`src/inc/dmp_pkg.sv`:
```
// Package for the debug memory port sizing and packing block
// Notes on behaviour
// - Memory error answers debug port with error
// - Sub-word support means byte, halfword, word
// - Size codes: byte 0, halfword 1, word 2
// - Word-only build: size reads fixed word
// - Endianness little or byte-invariant big, reported
// - Byte lanes follow address low bits
// - Halfword lanes follow address bit one
// - Word access uses all lanes; misalign policy
// - Faulting misalign rejects and sets sticky error
// - Increment mode bits 5:4, size 2:0
// - Packed gives one, two or four accesses
// - Sub-word support implies packed operation
// - Packed advances address by access size
// - Packed sub-accesses ascend, lanes by address
// - Endianness value always readable
// - System memory ports should offer sub-word sizes
// - No address advance on error
// - Failed sub-access stops sequence, reports error
// - Packed read answers after full word filled
package dmp_pkg;
  // Register byte offsets
  localparam logic [11:0] CTRL_OFF = 12'h000;
  localparam logic [11:0] ADDR_OFF = 12'h004;
  localparam logic [11:0] STAT_OFF = 12'h008;
  localparam logic [11:0] DATA_OFF = 12'h00c;
  localparam logic [11:0] CFG_OFF  = 12'h0f4;
  // Control status word fields
  localparam int          CTRL_SIZE_LSB = 0;
  localparam int          CTRL_INC_LSB  = 4;
  localparam logic [2:0]  SZ_BYTE      = 3'h0;
  localparam logic [2:0]  SZ_HALF      = 3'h1;
  localparam logic [2:0]  SZ_WORD      = 3'h2;
  localparam logic [1:0]  INC_OFF      = 2'h0;
  localparam logic [1:0]  INC_SINGLE   = 2'h1;
  localparam logic [1:0]  INC_PACKED   = 2'h2;
  localparam logic [2:0]  SIZE_RST     = 3'h2;
  localparam logic [1:0]  INC_RST      = 2'h0;
  localparam logic [31:0] ADDR_RST     = 32'h00000000;
  localparam logic [31:0] DATA_RST     = 32'h00000000;
  // Bus answers
  localparam logic [1:0]  RESP_OKAY    = 2'h0;
  localparam logic [1:0]  RESP_SLVERR  = 2'h2;
  localparam logic [1:0]  RESP_DECERR  = 2'h3;
  // One memory sub-access
  typedef struct packed {
    logic [31:0] addr;
    logic [31:0] wdata;
    logic [3:0]  strb;
    logic [2:0]  size;
    logic        write;
  } dmp_mreq_s;
  // Sequencer states
  typedef enum logic [2:0] {
    ST_IDLE = 3'b001,
    ST_MEM  = 3'b010,
    ST_RESP = 3'b100
  } dmp_state_e;
endpackage

```
`src/design/dmp_mem_port.sv`:
```
// Debug memory port: register slave, sizing, laning and packed transfers
module dmp_mem_port #(
  parameter int ADDR_W         = 12,
  parameter bit MULTI_SIZE     = 1'b1,
  parameter bit BIG_ENDIAN     = 1'b0,
  parameter bit MISALIGN_FAULT = 1'b1
) (
  // Clock, reset, enable
  input  wire logic             aclk,
  input  wire logic             aresetn,
  input  wire logic             ce,
  // Write address channel
  input  wire logic [ADDR_W-1:0] awaddr,
  input  wire logic             awvalid,
  output logic                  awready,
  // Write data channel
  input  wire logic [31:0]      wdata,
  input  wire logic [3:0]       wstrb,
  input  wire logic             wvalid,
  output logic                  wready,
  // Write response channel
  output logic [1:0]            bresp,
  output logic                  bvalid,
  input  wire logic             bready,
  // Read address channel
  input  wire logic [ADDR_W-1:0] araddr,
  input  wire logic             arvalid,
  output logic                  arready,
  // Read data channel
  output logic [31:0]           rdata,
  output logic [1:0]            rresp,
  output logic                  rvalid,
  input  wire logic             rready,
  // Memory side
  output dmp_pkg::dmp_mreq_s    mem_req,
  output logic                  mem_valid,
  input  wire logic             mem_ack,
  input  wire logic             mem_err,
  input  wire logic [31:0]      mem_rdata,
  // Status
  output logic                  sticky_error_flag
);
  // Control status word and data path registers
  logic [2:0]  size_q, size_d;          // Transfer size
  logic [1:0]  inc_q, inc_d;            // Increment mode
  logic [31:0] tar_q, tar_d;            // Transfer address
  logic [31:0] drw_q, drw_d;            // Data word
  logic        sticky_q, sticky_d;      // Sticky error
  logic [2:0]  rem_q, rem_d;            // Sub-accesses left
  dmp_pkg::dmp_state_e st_q, st_d;      // Sequencer
  // Bus capture registers
  logic              awg_q, awg_d, wg_q, wg_d, arg_q, arg_d;
  logic [ADDR_W-1:0] awa_q, awa_d, ara_q, ara_d;
  logic [31:0]       wd_q, wd_d;
  logic [3:0]        ws_q, ws_d;
  logic              cwr_q, cwr_d;      // Current access is a write
  // Registered outputs
  logic        awr_q, awr_d, wr_q, wr_d, arr_q, arr_d;
  logic        bv_q, bv_d, rv_q, rv_d;
  logic [1:0]  br_q, br_d, rr_q, rr_d;
  logic [31:0] rd_q, rd_d;
  dmp_pkg::dmp_mreq_s mq_q, mq_d;
  logic        mv_q, mv_d;
  // Derived terms
  logic [31:0] step;                    // Address step for one access
  logic [2:0]  nsub;                    // Accesses per data word
  logic        misal;                   // Address not aligned to size
  logic [31:0] rmerge;                  // Read data merged by lane

  // Byte strobes; big-endian flips the lane index within the word
  function automatic logic [3:0] lanes(input logic [2:0] sz, input logic [1:0] a);
    logic [1:0] l;
    l = a;
    lanes = 4'hf;
    if (BIG_ENDIAN) begin
      l = a ^ ((sz == dmp_pkg::SZ_BYTE) ? 2'h3 : 2'h2);
    end
    if (sz == dmp_pkg::SZ_BYTE) begin
      lanes = 4'h1 << l;
    end else if (sz == dmp_pkg::SZ_HALF) begin
      lanes = l[1] ? 4'hc : 4'h3;
    end
  endfunction

  // Build one sub-access; low bits the size cannot use are dropped
  function automatic dmp_pkg::dmp_mreq_s mk_req(input logic [31:0] a,
      input logic [2:0] sz, input logic wr, input logic [31:0] d);
    logic [1:0] m;
    m = (sz == dmp_pkg::SZ_BYTE) ? 2'h3 : (sz == dmp_pkg::SZ_HALF) ? 2'h2 : 2'h0;
    mk_req.addr  = {a[31:2], a[1:0] & m};
    mk_req.wdata = d;
    mk_req.strb  = lanes(sz, a[1:0]);
    mk_req.size  = sz;
    mk_req.write = wr;
  endfunction

  // Merge strobed masking of a register by byte
  function automatic logic [31:0] bmerge(input logic [31:0] o, input logic [31:0] n,
      input logic [3:0] s);
    for (int i = 0; i < 4; i++) begin
      bmerge[i*8 +: 8] = s[i] ? n[i*8 +: 8] : o[i*8 +: 8];
    end
  endfunction

  genvar g;
  generate
    for (g = 0; g < 4; g++) begin : g_rlane
      assign rmerge[g*8 +: 8] = mq_q.strb[g] ? mem_rdata[g*8 +: 8] : drw_q[g*8 +: 8];
    end
  endgenerate

  // Size-dependent step, count and alignment
  always_comb begin
    step  = 32'h00000004;
    nsub  = 3'h1;
    misal = 1'b0;
    if (size_q == dmp_pkg::SZ_BYTE) begin
      step = 32'h00000001;
    end else if (size_q == dmp_pkg::SZ_HALF) begin
      step  = 32'h00000002;
      misal = tar_q[0];
    end else begin
      misal = |tar_q[1:0];
    end
    if (inc_q == dmp_pkg::INC_PACKED) begin
      nsub = (size_q == dmp_pkg::SZ_BYTE) ? 3'h4 :
             (size_q == dmp_pkg::SZ_HALF) ? 3'h2 : 3'h1;
    end
  end

  // Sequencer and register file next state
  always_comb begin
    logic start;
    logic set_err;
    logic clr_err;
    start   = 1'b0;
    set_err = 1'b0;
    clr_err = 1'b0;
    size_d = size_q; inc_d = inc_q; tar_d = tar_q; drw_d = drw_q;
    rem_d = rem_q; st_d = st_q;
    awg_d = awg_q; wg_d = wg_q; arg_d = arg_q;
    awa_d = awa_q; ara_d = ara_q; wd_d = wd_q; ws_d = ws_q; cwr_d = cwr_q;
    bv_d = bv_q; rv_d = rv_q; br_d = br_q; rr_d = rr_q; rd_d = rd_q;
    mq_d = mq_q; mv_d = mv_q;
    // Channels are captured independently, in either order
    if (awvalid && awr_q) begin
      awg_d = 1'b1;
      awa_d = awaddr;
    end
    if (wvalid && wr_q) begin
      wg_d = 1'b1;
      wd_d = wdata;
      ws_d = wstrb;
    end
    if (arvalid && arr_q) begin
      arg_d = 1'b1;
      ara_d = araddr;
    end
    unique case (st_q)
      dmp_pkg::ST_IDLE: begin
        // Writes go first when both directions are waiting
        if (awg_q && wg_q) begin
          awg_d = 1'b0;
          wg_d  = 1'b0;
          cwr_d = 1'b1;
          br_d  = dmp_pkg::RESP_OKAY;
          bv_d  = 1'b1;
          st_d  = dmp_pkg::ST_RESP;
          unique case (awa_q[11:0])
            dmp_pkg::CTRL_OFF: begin
              // all three sizes, reserved codes ignored
              if (MULTI_SIZE && ws_q[0] &&
                  wd_q[dmp_pkg::CTRL_SIZE_LSB +: 3] <= dmp_pkg::SZ_WORD) begin
                size_d = wd_q[dmp_pkg::CTRL_SIZE_LSB +: 3];
              end
              if (ws_q[0] && (wd_q[dmp_pkg::CTRL_INC_LSB +: 2] != 2'h3) &&
                  (MULTI_SIZE || wd_q[dmp_pkg::CTRL_INC_LSB +: 2] != dmp_pkg::INC_PACKED)) begin
                inc_d = wd_q[dmp_pkg::CTRL_INC_LSB +: 2];
              end
            end
            dmp_pkg::ADDR_OFF: tar_d = bmerge(tar_q, wd_q, ws_q);
            dmp_pkg::STAT_OFF: clr_err = ws_q[0] & wd_q[0];
            dmp_pkg::DATA_OFF: begin
              drw_d = bmerge(drw_q, wd_q, ws_q);
              start = 1'b1;
              bv_d  = 1'b0;
            end
            dmp_pkg::CFG_OFF: br_d = dmp_pkg::RESP_OKAY;
            default: br_d = dmp_pkg::RESP_DECERR;
          endcase
        end else if (arg_q) begin
          arg_d = 1'b0;
          cwr_d = 1'b0;
          rr_d  = dmp_pkg::RESP_OKAY;
          rv_d  = 1'b1;
          rd_d  = 32'h00000000;
          st_d  = dmp_pkg::ST_RESP;
          unique case (ara_q[11:0])
            dmp_pkg::CTRL_OFF: rd_d = {26'h0, inc_q, 1'b0, size_q};
            dmp_pkg::ADDR_OFF: rd_d = tar_q;
            dmp_pkg::STAT_OFF: rd_d = {31'h0, sticky_q};
            dmp_pkg::DATA_OFF: begin
              start = 1'b1;
              rv_d  = 1'b0;
            end
            dmp_pkg::CFG_OFF:  rd_d = {31'h0, BIG_ENDIAN};
            default: rr_d = dmp_pkg::RESP_DECERR;
          endcase
        end
        if (start) begin
          if (MISALIGN_FAULT && misal) begin
            set_err = 1'b1;
            bv_d = cwr_d;
            rv_d = ~cwr_d;
            br_d = dmp_pkg::RESP_SLVERR;
            rr_d = dmp_pkg::RESP_SLVERR;
          end else begin
            mq_d  = mk_req(tar_q, size_q, cwr_d, drw_d);
            mv_d  = 1'b1;
            rem_d = nsub;
            st_d  = dmp_pkg::ST_MEM;
          end
        end
      end
      dmp_pkg::ST_MEM: begin
        // held here until the last answer
        if (mem_ack) begin
          if (mem_err) begin
            // stop sequence at the failing access
            set_err = 1'b1;
            mv_d = 1'b0;
            bv_d = cwr_q;
            rv_d = ~cwr_q;
            br_d = dmp_pkg::RESP_SLVERR;
            rr_d = dmp_pkg::RESP_SLVERR;
            rd_d = drw_q;
            st_d = dmp_pkg::ST_RESP;
          end else begin
            if (!cwr_q) begin
              drw_d = rmerge;
            end
            if (inc_q != dmp_pkg::INC_OFF) begin
              tar_d = tar_q + step;
            end
            rem_d = rem_q - 3'h1;
            // answer only once the word is complete
            if (rem_q == 3'h1) begin
              mv_d = 1'b0;
              bv_d = cwr_q;
              rv_d = ~cwr_q;
              br_d = dmp_pkg::RESP_OKAY;
              rr_d = dmp_pkg::RESP_OKAY;
              rd_d = drw_d;
              st_d = dmp_pkg::ST_RESP;
            end else begin
              mq_d = mk_req(tar_d, size_q, cwr_q, drw_q);
            end
          end
        end
      end
      dmp_pkg::ST_RESP: begin
        if ((bv_q && bready) || (rv_q && rready)) begin
          bv_d = 1'b0;
          rv_d = 1'b0;
          st_d = dmp_pkg::ST_IDLE;
        end
      end
      default: st_d = dmp_pkg::ST_IDLE;
    endcase
    if (!MULTI_SIZE) begin
      size_d = dmp_pkg::SZ_WORD;
    end
    // Set beats clear in the same cycle
    sticky_d = (sticky_q & ~clr_err) | set_err;
    // Each channel ready only until its item is held
    awr_d = ~awg_d;
    wr_d  = ~wg_d;
    arr_d = ~arg_d;
  end

  // State registers; reset wins over the enable, otherwise a low enable freezes everything
  always_ff @(posedge aclk) begin
    if (!aresetn) begin
      size_q <= dmp_pkg::SIZE_RST; inc_q <= dmp_pkg::INC_RST;
      tar_q <= dmp_pkg::ADDR_RST; drw_q <= dmp_pkg::DATA_RST;
      sticky_q <= 1'b0; rem_q <= 3'h0; st_q <= dmp_pkg::ST_IDLE;
      awg_q <= 1'b0; wg_q <= 1'b0; arg_q <= 1'b0;
      awa_q <= '0; ara_q <= '0; wd_q <= 32'h0; ws_q <= 4'h0; cwr_q <= 1'b0;
      awr_q <= 1'b0; wr_q <= 1'b0; arr_q <= 1'b0;
      bv_q <= 1'b0; rv_q <= 1'b0; br_q <= 2'h0; rr_q <= 2'h0; rd_q <= 32'h0;
      mq_q <= '0; mv_q <= 1'b0;
    end else if (ce) begin
      size_q <= size_d; inc_q <= inc_d; tar_q <= tar_d; drw_q <= drw_d;
      sticky_q <= sticky_d; rem_q <= rem_d; st_q <= st_d;
      awg_q <= awg_d; wg_q <= wg_d; arg_q <= arg_d;
      awa_q <= awa_d; ara_q <= ara_d; wd_q <= wd_d; ws_q <= ws_d; cwr_q <= cwr_d;
      awr_q <= awr_d; wr_q <= wr_d; arr_q <= arr_d;
      bv_q <= bv_d; rv_q <= rv_d; br_q <= br_d; rr_q <= rr_d; rd_q <= rd_d;
      mq_q <= mq_d; mv_q <= mv_d;
    end
  end

  // Outputs straight from flops
  assign awready = awr_q;
  assign wready  = wr_q;
  assign arready = arr_q;
  assign bvalid  = bv_q;
  assign bresp   = br_q;
  assign rvalid  = rv_q;
  assign rresp   = rr_q;
  assign rdata   = rd_q;
  assign mem_req = mq_q;
  assign mem_valid = mv_q;
  assign sticky_error_flag = sticky_q;

  // Checks
  a_err_sticky: assert property (@(posedge aclk) disable iff (!aresetn)
    mv_q && mem_ack && mem_err && ce |=> sticky_q) else $error("error not sticky");
  a_err_answer: assert property (@(posedge aclk) disable iff (!aresetn)
    mv_q && mem_ack && mem_err && ce |=> !mv_q ##0
    ((bv_q && br_q == 2'h2) || (rv_q && rr_q == 2'h2))) else $error("error not answered");
  a_tar_hold: assert property (@(posedge aclk) disable iff (!aresetn)
    mv_q && mem_ack && mem_err && ce |=> tar_q == $past(tar_q)) else $error("address moved");
  a_tar_step: assert property (@(posedge aclk) disable iff (!aresetn)
    mv_q && mem_ack && !mem_err && ce && inc_q != 2'h0 |=>
    tar_q == $past(tar_q) + $past(step)) else $error("bad address step");
  a_word_only: assert property (@(posedge aclk) disable iff (!aresetn)
    !MULTI_SIZE |-> size_q == 3'h2) else $error("size not word");
  a_byte_strb: assert property (@(posedge aclk) disable iff (!aresetn)
    mv_q && mq_q.size == 3'h0 |-> $onehot(mq_q.strb)) else $error("byte strobe");
  a_le_lane: assert property (@(posedge aclk) disable iff (!aresetn)
    mv_q && !BIG_ENDIAN && mq_q.size == 3'h0 |-> mq_q.strb[mq_q.addr[1:0]])
    else $error("byte lane");
  a_ascend: assert property (@(posedge aclk) disable iff (!aresetn)
    mv_q && mem_ack && !mem_err && ce && rem_q > 3'h1 && inc_q == 2'h2 |=>
    mv_q && mq_q.addr == $past(mq_q.addr) + $past(step)) else $error("not ascending");
  a_pending: assert property (@(posedge aclk) disable iff (!aresetn)
    st_q == dmp_pkg::ST_MEM |-> !bv_q && !rv_q && mv_q) else $error("answered early");
endmodule

```
`config.mk`:
```
export PLATFORM = sky130hd
export DESIGN_NAME = dmp_mem_port
export DESIGN_NICKNAME = d
export VERILOG_FILES = /design/src/inc/dmp_pkg.sv /design/src/design/dmp_mem_port.sv
export SDC_FILE = /design/constraint.sdc
export NUM_CORES = 1
export LEC_CHECK = 0
export ABC_AREA = 1
export BUFFER_PORTS_ARGS = -buffer_cell sky130_fd_sc_hd__buf_2
export CORE_MARGIN = 3
export CORE_UTILIZATION = 52
export CTS_CLUSTER_DIAMETER = 150
export DETAILED_ROUTE_END_ITERATION = 8
export PLACE_DENSITY_LB_ADDON = 0.2
export SYNTH_ARGS = -nofsm -noshare
export SYNTH_HDL_FRONTEND = slang
export SYNTH_SLANG_ARGS = --single-unit
```
`constraint.sdc`:
```
create_clock -name aclk -period 2.5 [get_ports aclk]
set_clock_uncertainty 0.15 [all_clocks]
set_input_delay 0.25 -clock aclk [delete_from_list [all_inputs] [get_ports aclk]]
set_output_delay 0.25 -clock aclk [all_outputs]
set_load 0.01 [all_outputs]
```
==> results of run 1 <==
per-layer routing:
layer  up-vias  track usage (%)
met4         2             6.62
met1      6812             48.9
met3        74             7.36
li1       7407                -
met5         -                0
met2       832             49.3
power breakdown:
part	internal [mW]	switching, mW
Sequential	4.28	0.172
Clock	2.58	1.75
Combinational	0.586	0.950
Total	7.45	2.87
layout by cell type, fill, tap and decap left out, drive strengths merged:
cell,n
bufinv,1
o211ai,35
a31oi,1
clkinvlp,2
a311oi,1
o2111ai,1
xnor2,1
clkbuf,47
fa,1
o21a,2
nor2,296
dlygate4sd3,64
clkinv,3
o21ai,230
o22ai,6
and2,2
o221ai,28
o31ai,2
nand4,22
o21bai,1
dfxtp,254
nor3,19
nor3b,1
inv,216
or2,1
a211oi,3
a21oi,222
buf,312
nand3b,3
nor4,6
nand2,472
nand3,128
ha,4
cell families after synthesis:
| logic type | Yosys count | share of synthesized area [%] |
|---|---|---|
| and+or+nand+nor | 950 | 29.3 |
| buffers and inverters | 335 | 9.92 |
| xor gates and xnor gates | 1 | 0.0660 |
| adders and majority gates | 5 | 0.528 |
| DFF | 254 | 38.3 |
| AOI/OAI and AO/OA | 532 | 21.9 |
cell type report:
cell class,count,area (um2)
Tap cell,324,405
Sequential cell,254,5090
Clock buffer,47,913
Clock inverter,6,63.8
Multi-Input combinational cell,1488,7010
Timing Repair Buffer,376,2590
Inverter,216,813
Fill cell,2191,7790
worst max-delay path: stages, from the launching register on:
cell and delay (ns):
dfxtp_2 0.35, nor2_4 0.12, nand2_2 0.07, inv_2 0.07
nand2_4 0.07, inv_4 0.06, fa_2 0.20, nand2_1 0.07
nand2_2 0.09, buf_6 0.11, nand4_1 0.18, nor2_4 0.22
nand2_2 0.07, nand2_2 0.09, nand3_2 0.08, nand2_2 0.10
nand2_1 0.06, a21oi_1 0.14
cell usage after synthesis, types with 22 or more instances:
master / n
o211ai_1: 35
dfxtp_1: 254
buf_2: 24
o221ai_1: 28
inv_1: 207
o21ai_0: 216
nor2_1: 295
nand3_1: 127
a21oi_1: 219
nand2_1: 469
clkbuf_1: 85
nand4_1: 22
through the flow:
stage	worst slack, ns	power [mW]
finish	0.0944	10.3
global route	-0.0334	10.7
CTS	0.0108	10.3
detailed placement	-0.0986	5.96
global placement	-0.0356	5.93
floorplan	0.0842	5.41
worst paths after layout:
path                            cells past startpoint          end  startpoint
worst min register to register                      2     ara_q[0]    ara_q[0]
worst max-delay path                               17  mem_req[58]   size_q[1]
worst min-delay path                                5    awa_q[10]     awvalid
worst max register to register                     17  mem_req[58]   size_q[1]
repair_timing:
action | CTS | global route
endpoints found under the setup margin | 23 | 37
hold endpoints to repair | 63 | 0
hold buffers | 64 | 0
setup buffers | 3 | 4
gates cloned | 0 | 0
pin swaps | 5 | 9
resized for setup | 14 | 30
registers in the layout (all words and copies together), names as in the netlist, 2 cells and up:
signal   count
ara_q       12
awa_q       12
bresp        2
drw_q       32
inc_q        2
mem_req     72
rdata       32
rem_q        3
rresp        2
size_q       3
st_q         3
tar_q       32
wd_q        32
ws_q         4
==> run metrics, run 1 <==
Initial DRT Pass Iterations=7; Max Root-Sink Buffers=3; vias in the first global route=13,900; Avg Cell Area, Syn=6.39 um2; final setup violation count=0; clock sink count=254; Syn Std Cell Area=13,300 um2; nature of the critical path endpoint=flip-flop; cell area after layout=16,900 um2; Post-Route M1 WL=21,000 um; register-to-register setup slack=0.09 ns; Worst Path Required=2.82 ns; minimum clock period=2.41 ns; DR vias/cell=5.58; Least-Margin Pin Slew=0.811 ns; Routed met2 length=20,000 um; placed inst area=15,100 um2; Cell variety after synth=43; Hold WC Path Type=in -> reg; DR iter-0 viols=1,784; period utilization=96.2%; register area share after synthesis=38.3%; P&R area growth vs syn=27.1%; die area=27,500 um2; Cell Rows=57; IO Count=217; gr ovfl total=0; leakage power=8.03 nW; met3 routed WL=5670 um; Via Count=15,100; global-route wire length before repair=75,300 um; total of max-cap violations=0; Worst-Skew Late Latency=0.55 ns; startpoint types=flip-flop; Initial Utilization=53.8%; routability cong.=0.980; critical setup path kind=reg -> reg; Core Region=24,700 um2; FFs w/ async S/R, synth=0%; final hold vios=0; CTS Buf Count=29; ant diodes=0; Synth Warn #=0; pins over their slew limit=0; outcome=finished, final reports clean; PD cells=612 nW/um2; Die X=166 um; ANT nets after route=0; Placed Cells incl. Taps=2,587; Die Y=166 um; ys flop type=dfxtp_1; share of layout cells above drive strength 1=17.2%; Post-synth EDFFs=0; Synth Instances=2,077; final WL=47,600 um; top-area cell type share of the netlist area=38.3%; post-DR wirelength/cell=17.5 um; final hold slack=0.0348 ns; post-synth top area cell=dfxtp_1; number of port buffers=216; register bit count reported by yosys=254; DR DRC count=0; top layer in use=met5; Final nets=2,472; largest net degree at the start of global routing=114; CTS HTree Levels=1; fmax=416 MHz; Worst VDD drop=0.547 mV; syn nets=2,184; Finished Core Util=68.4%; final setup TNS=0 ns; hpwl dp=32,500 um; clock-pin slew of the registers on the worst-case setup and hold paths=0.07 ns; final non-filler cell total=2,711; Total GRT Usage=32.9%; initial antenna violation count=1; CTS root buf=clkbuf_16; top cells by area, synth=dfxtp_1, nand2_1, nor2_1; Worst EP arrival=2.73 ns; Rel. slew slack=45.4%; Worst Path Max Fanout=5; CTS tree=done
(Power assumes the default switching activity.)
==> run 2, diff against run 1 <==
- CAP_MARGIN: unset -> 20
- CELL_PAD_IN_SITES_DETAIL_PLACEMENT: unset -> 1
- CELL_PAD_IN_SITES_GLOBAL_PLACEMENT: unset -> 1
- CORE_UTILIZATION: 52 -> 36
- PLACE_DENSITY_LB_ADDON: 0.2 -> 0.12
==> run metrics, run 2 (synthesized netlist as in run 1, its figures left out) <==
outcome=finished, final reports clean; pins over their slew limit=0; Cell Rows=69; initial antenna violation count=6; highest-count cells in the layout ignoring fill and taps=nand2_1, nor2_1, dfxtp_1, a21oi_1, buf_2; DR vias/cell=5.36; CTS tree=done; Die X=198 um; final setup violation count=0; P&R area growth vs syn=29.8%; worst r2r src=size_q[2]; end point of the critical path=mem_req[61]; ant diodes=0; ANT nets after route=0; number of port buffers=216; most common cell after layout, fill and taps aside=nand2_1; Worst Path Required=2.87 ns; final WL=56,500 um; clock sink count=254; Least-Margin Pin Slew=0.626 ns; startpoint types=flip-flop; cell area after layout=17,200 um2; Hold WC Path Type=in -> reg; FF-to-FF End=mem_req[61]; DR iter-0 viols=971; post-DR wirelength/cell=19.7 um; Worst EP arrival=2.75 ns; fmax=419 MHz; CP Launch Point=size_q[2]; register-to-register setup slack=0.11 ns; vias in the first global route=15,400; RSZ-0062 raised after global routing=true; routability cong.=0.908; Worst-Skew Late Latency=0.58 ns; Core Region=36,000 um2; fill count=4,727; Routed met2 length=24,700 um; clock-pin slew of the registers on the worst-case setup and hold paths=0.06 ns; Rel. slew slack=58.2%; leakage power=8.14 nW; Post-Route M1 WL=26,900 um; DR DRC count=0; final hold vios=0; placed inst area=15,400 um2; top layer in use=met5; largest net degree at the start of global routing=129; PD cells=624 nW/um2; Max Root-Sink Buffers=3; final setup TNS=0 ns; hpwl dp=40,400 um; Die Y=198 um; Worst Reg-to-Reg Cells=12; Via Count=15,400; Worst Path Max Fanout=3; gr ovfl total=0; max reg flops=72; Total GRT Usage=27.9%; share of layout cells above drive strength 1=17.7%; Final nets=2,492; IO Count=217; period utilization=95.6%; Initial Utilization=36.9%; Initial DRT Pass Iterations=5; CTS HTree Levels=1; nature of the critical path endpoint=flip-flop; met3 routed WL=3830 um; total of max-cap violations=0; CTS root buf=clkbuf_16; Worst VDD drop=0.623 mV; minimum clock period=2.39 ns; die area=39,200 um2; global-route wire length before repair=86,700 um; CTS Buf Count=30; critical setup path kind=reg -> reg
run 2: critical path: stages (launching register included):
cell	delay, ns
dfxtp_2	0.36
inv_1	0.07
nand2_2	0.15
nor2_4	0.06
ha_1	0.29
nand3_1	0.08
o21ai_0	0.36
nand2_1	0.20
nor2_1	0.16
nand2_1	0.09
nand2_1	0.06
nand3_1	0.13
a21oi_1	0.18
run 2: per-stage QoR:
stage	hold WS [ns]	power [mW]	utilization (%)	std cells	setup slack [ns]
3_3_place_gp	0.287	6.02	42.8	2746	-0.0235
2_1_floorplan	0.264	5.41	-	2077	0.0842
6_report	0.0225	10.8	47.9	2869	0.111
3_5_place_dp	0.292	6.07	42.8	2746	-0.0394
4_1_cts	0.00370	10.8	47.6	2867	0.0418
5_1_grt	0.0651	11.2	47.9	2869	-0.0285
run 2: layout make-up:
type	count	area (um2)	area share (%)
clock buffers	46	922	5.35
repair buffers	395	2730	15.8
well taps	461	577	3.35
inverters	216	811	4.70
clock inverters	9	123	0.711
flip-flops and latches	254	5090	29.5
multi-input cells	1488	6980	40.5
run 2: how the worst min path moves through the flow:
stage            startpoint        end  slack (ns)  depth (start not counted)
2_1_floorplan     wdata[10]   wd_q[10]        0.26                          2
3_3_place_gp       ara_q[0]   ara_q[0]        0.29                          2
3_5_place_dp       ara_q[0]   ara_q[0]        0.29                          2
4_1_cts             awvalid  awa_q[11]       0.004                          5
5_1_grt        mem_rdata[3]   drw_q[3]        0.07                          5
6_report            awvalid   awa_q[9]        0.02                          5
run 2: where the power goes:
| part | internal (mW) | switching [mW] | total, mW |
|---|---|---|---|
| Sequential | 4.28 | 0.185 | 4.47 |
| Clock | 2.82 | 1.85 | 4.68 |
| Combinational | 0.611 | 1.00 | 1.61 |
| Total | 7.72 | 3.04 | 10.8 |
run 2: repair_timing:
action / 4_1_cts / 5_1_grt
hold endpoints to repair: 79 / 0
setup endpoints to repair: 5 / 73
resized for setup: 2 / 34
pin swaps: 0 / 6
setup buffers: 0 / 2
hold buffers: 66 / 0
run 2: routing by layer:
layer / global-route usage (%) / vias up
li1: - / 7449
met1: 40.2 / 7402
met2: 43.6 / 445
met3: 5.02 / 74
met4: 6.11 / 8
met5: 0 / -
==> run 3, diff against run 2 <==
- PLACE_DENSITY_LB_ADDON: 0.12 -> 0.1
==> run metrics, run 3 (synthesized netlist as in run 1, its figures left out) <==
Least-Margin Pin Slew=0.680 ns; nature of the critical path endpoint=flip-flop; Worst EP arrival=2.77 ns; share of layout cells above drive strength 1=17.7%; period utilization=96.3%; Cell Rows=69; Die X=198 um; CTS tree=done; fill count=4,754; most common cell after layout, fill and taps aside=nand2_1; DR DRC count=0; Via Count=15,400; critical setup path kind=reg -> reg; final worst slack=0.0928 ns; ANT nets after route=0; register area=5090 um2; IO Count=217; CTS root buf=clkbuf_16; gr ovfl total=0; Top Usage Layer GRT=met2; clock sink count=254; FF-to-FF End=mem_req[68]; die area=39,200 um2; startpoint types=flip-flop; area of the multi-input gates=7010 um2; routability cong.=0.949; worst r2r src=size_q[2]; pins over their slew limit=0; Max Root-Sink Buffers=3; largest net degree at the start of global routing=114; RSZ-0062 raised after global routing=true; Initial DRT Pass Iterations=5; grt met2 use=44.3%; pre-CTS setup slack=0.00339 ns; final setup violation count=0; Core Region=36,000 um2; Worst Path Max Fanout=3; Die Y=198 um; Placed Cells incl. Taps=2,741; hold_sp=mem_rdata[6]; outcome=finished, final reports clean; register-to-register setup slack=0.09 ns; PD cells=626 nW/um2; number of port buffers=216; WHS Path Cells=5; Total GRT Usage=28.0%; clock-pin slew of the registers on the worst-case setup and hold paths=0.06 ns; fmax=415 MHz; global-route wire length before repair=87,300 um; Worst VDD drop=0.480 mV; final hold vios=0; leakage power=8.15 nW; Global Route met1 Usage=41.7%; CTS HTree Levels=1; P&R area growth vs syn=30.3%; Initial Utilization=36.9%; Worst Reg-to-Reg Cells=16; Worst-Skew Late Latency=0.57 ns; final non-filler cell total=2,871; initial antenna violation count=1; Worst Hold End=drw_q[6]; minimum clock period=2.41 ns; Worst Path Required=2.86 ns; met3 Track Usage GR=2.93%; hpwl dp=40,500 um; Rel. slew slack=54.7%; ant diodes=0; Final nets=2,493; post-DR wirelength/cell=19.8 um; CTS Buf Count=30; highest-count cells in the layout ignoring fill and taps=nand2_1, nor2_1, dfxtp_1, a21oi_1, buf_2; DR vias/cell=5.35; DR iter-0 viols=963; max reg flops=72; total of max-cap violations=0; vias in the first global route=15,200; final WL=57,000 um; Hold WC Path Type=in -> reg
## run 3: cell count changes in the layout (fill, tap and decap cells not counted), sizes merged
cell | previous run | this run
dlygate4sd3 | 66 | 69
buf | 329 | 327
bufinv | 3 | 4
clkinv | 6 | 7
clkinvlp | 1 | 0
## run 3: metal layers
layer / share of wire [%] / wire, um / vias up
li1: - / - / 7457
met1: 49 / 27900 / 7437
met2: 44 / 24900 / 411
met3: 5.9 / 3370 / 53
met4: 1.4 / 814 / 0
met5: 0 / 0 / -
## run 3: per-stage QoR
step | cell area, um2 | util, % | hold slack, ns | total power [mW] | setup TNS [ns]
after global placement | 15400 | 42.7 | 0.287 | 6.02 | 0
after CTS | 17100 | 47.6 | 0.00146 | 10.9 | 0
final | 17300 | 48.0 | 0.0268 | 10.8 | 0
after floorplan | 13300 | - | 0.264 | 5.41 | 0
after global routing | 17300 | 48.0 | 0.0425 | 11.3 | -0.276
after detailed placement | 15400 | 42.7 | 0.293 | 6.07 | 0
## run 3: how the worst max path moves through the flow
| stage | startpoint | to | slack [ns] | cells after the start |
|---|---|---|---|---|
| 2_1_floorplan | size_q[1] | mem_req[56] | 0.08 | 17 |
| 3_3_place_gp | size_q[2] | mem_req[64] | 0.04 | 15 |
| 3_5_place_dp | size_q[2] | mem_req[66] | 0.003 | 14 |
| 4_1_cts | size_q[2] | mem_req[64] | 0.02 | 15 |
| 5_1_grt | size_q[2] | mem_req[68] | -0.06 | 16 |
| 6_report | size_q[2] | mem_req[68] | 0.09 | 16 |
## run 3: what timing repair did
action,in CTS,in global routing
cloned,0,0
gates resized for setup,4,42
hold endpoints to repair,88,0
setup buffers,0,5
pin swaps,0,9
setup endpoints to repair,9,82
hold buffers,69,0
## run 3: area by class of cell
type / instances / area share, %
Multi-Input combinational cell: 1488 / 40.5
Tap cell: 461 / 3.33
Clock inverter: 10 / 0.868
Sequential cell: 254 / 29.4
Timing Repair Buffer: 396 / 16.0
Inverter: 216 / 4.69
Clock buffer: 46 / 5.22
## run 3: power by group
part           switching [mW]  leakage (nW)  total, mW  internal (mW)
combinational            1.02          5.56       1.63          0.610
sequential              0.183          2.07       4.47           4.28
clock                    1.85         0.522       4.73           2.88
total                    3.05          8.15       10.8           7.77
## run 3: critical path, cell delays in order, from the launching register on
cell,delay [ns]
dfxtp_2,0.34
nor2_4,0.12
nand2_2,0.06
inv_2,0.06
nand2_2,0.05
inv_2,0.07
fa_2,0.23
nand2_2,0.08
nand2_4,0.09
nand2_4,0.06
nor4_4,0.28
buf_4,0.16
buf_4,0.10
nand4_1,0.13
nand2_1,0.13
nand3_2,0.09
a21oi_2,0.14
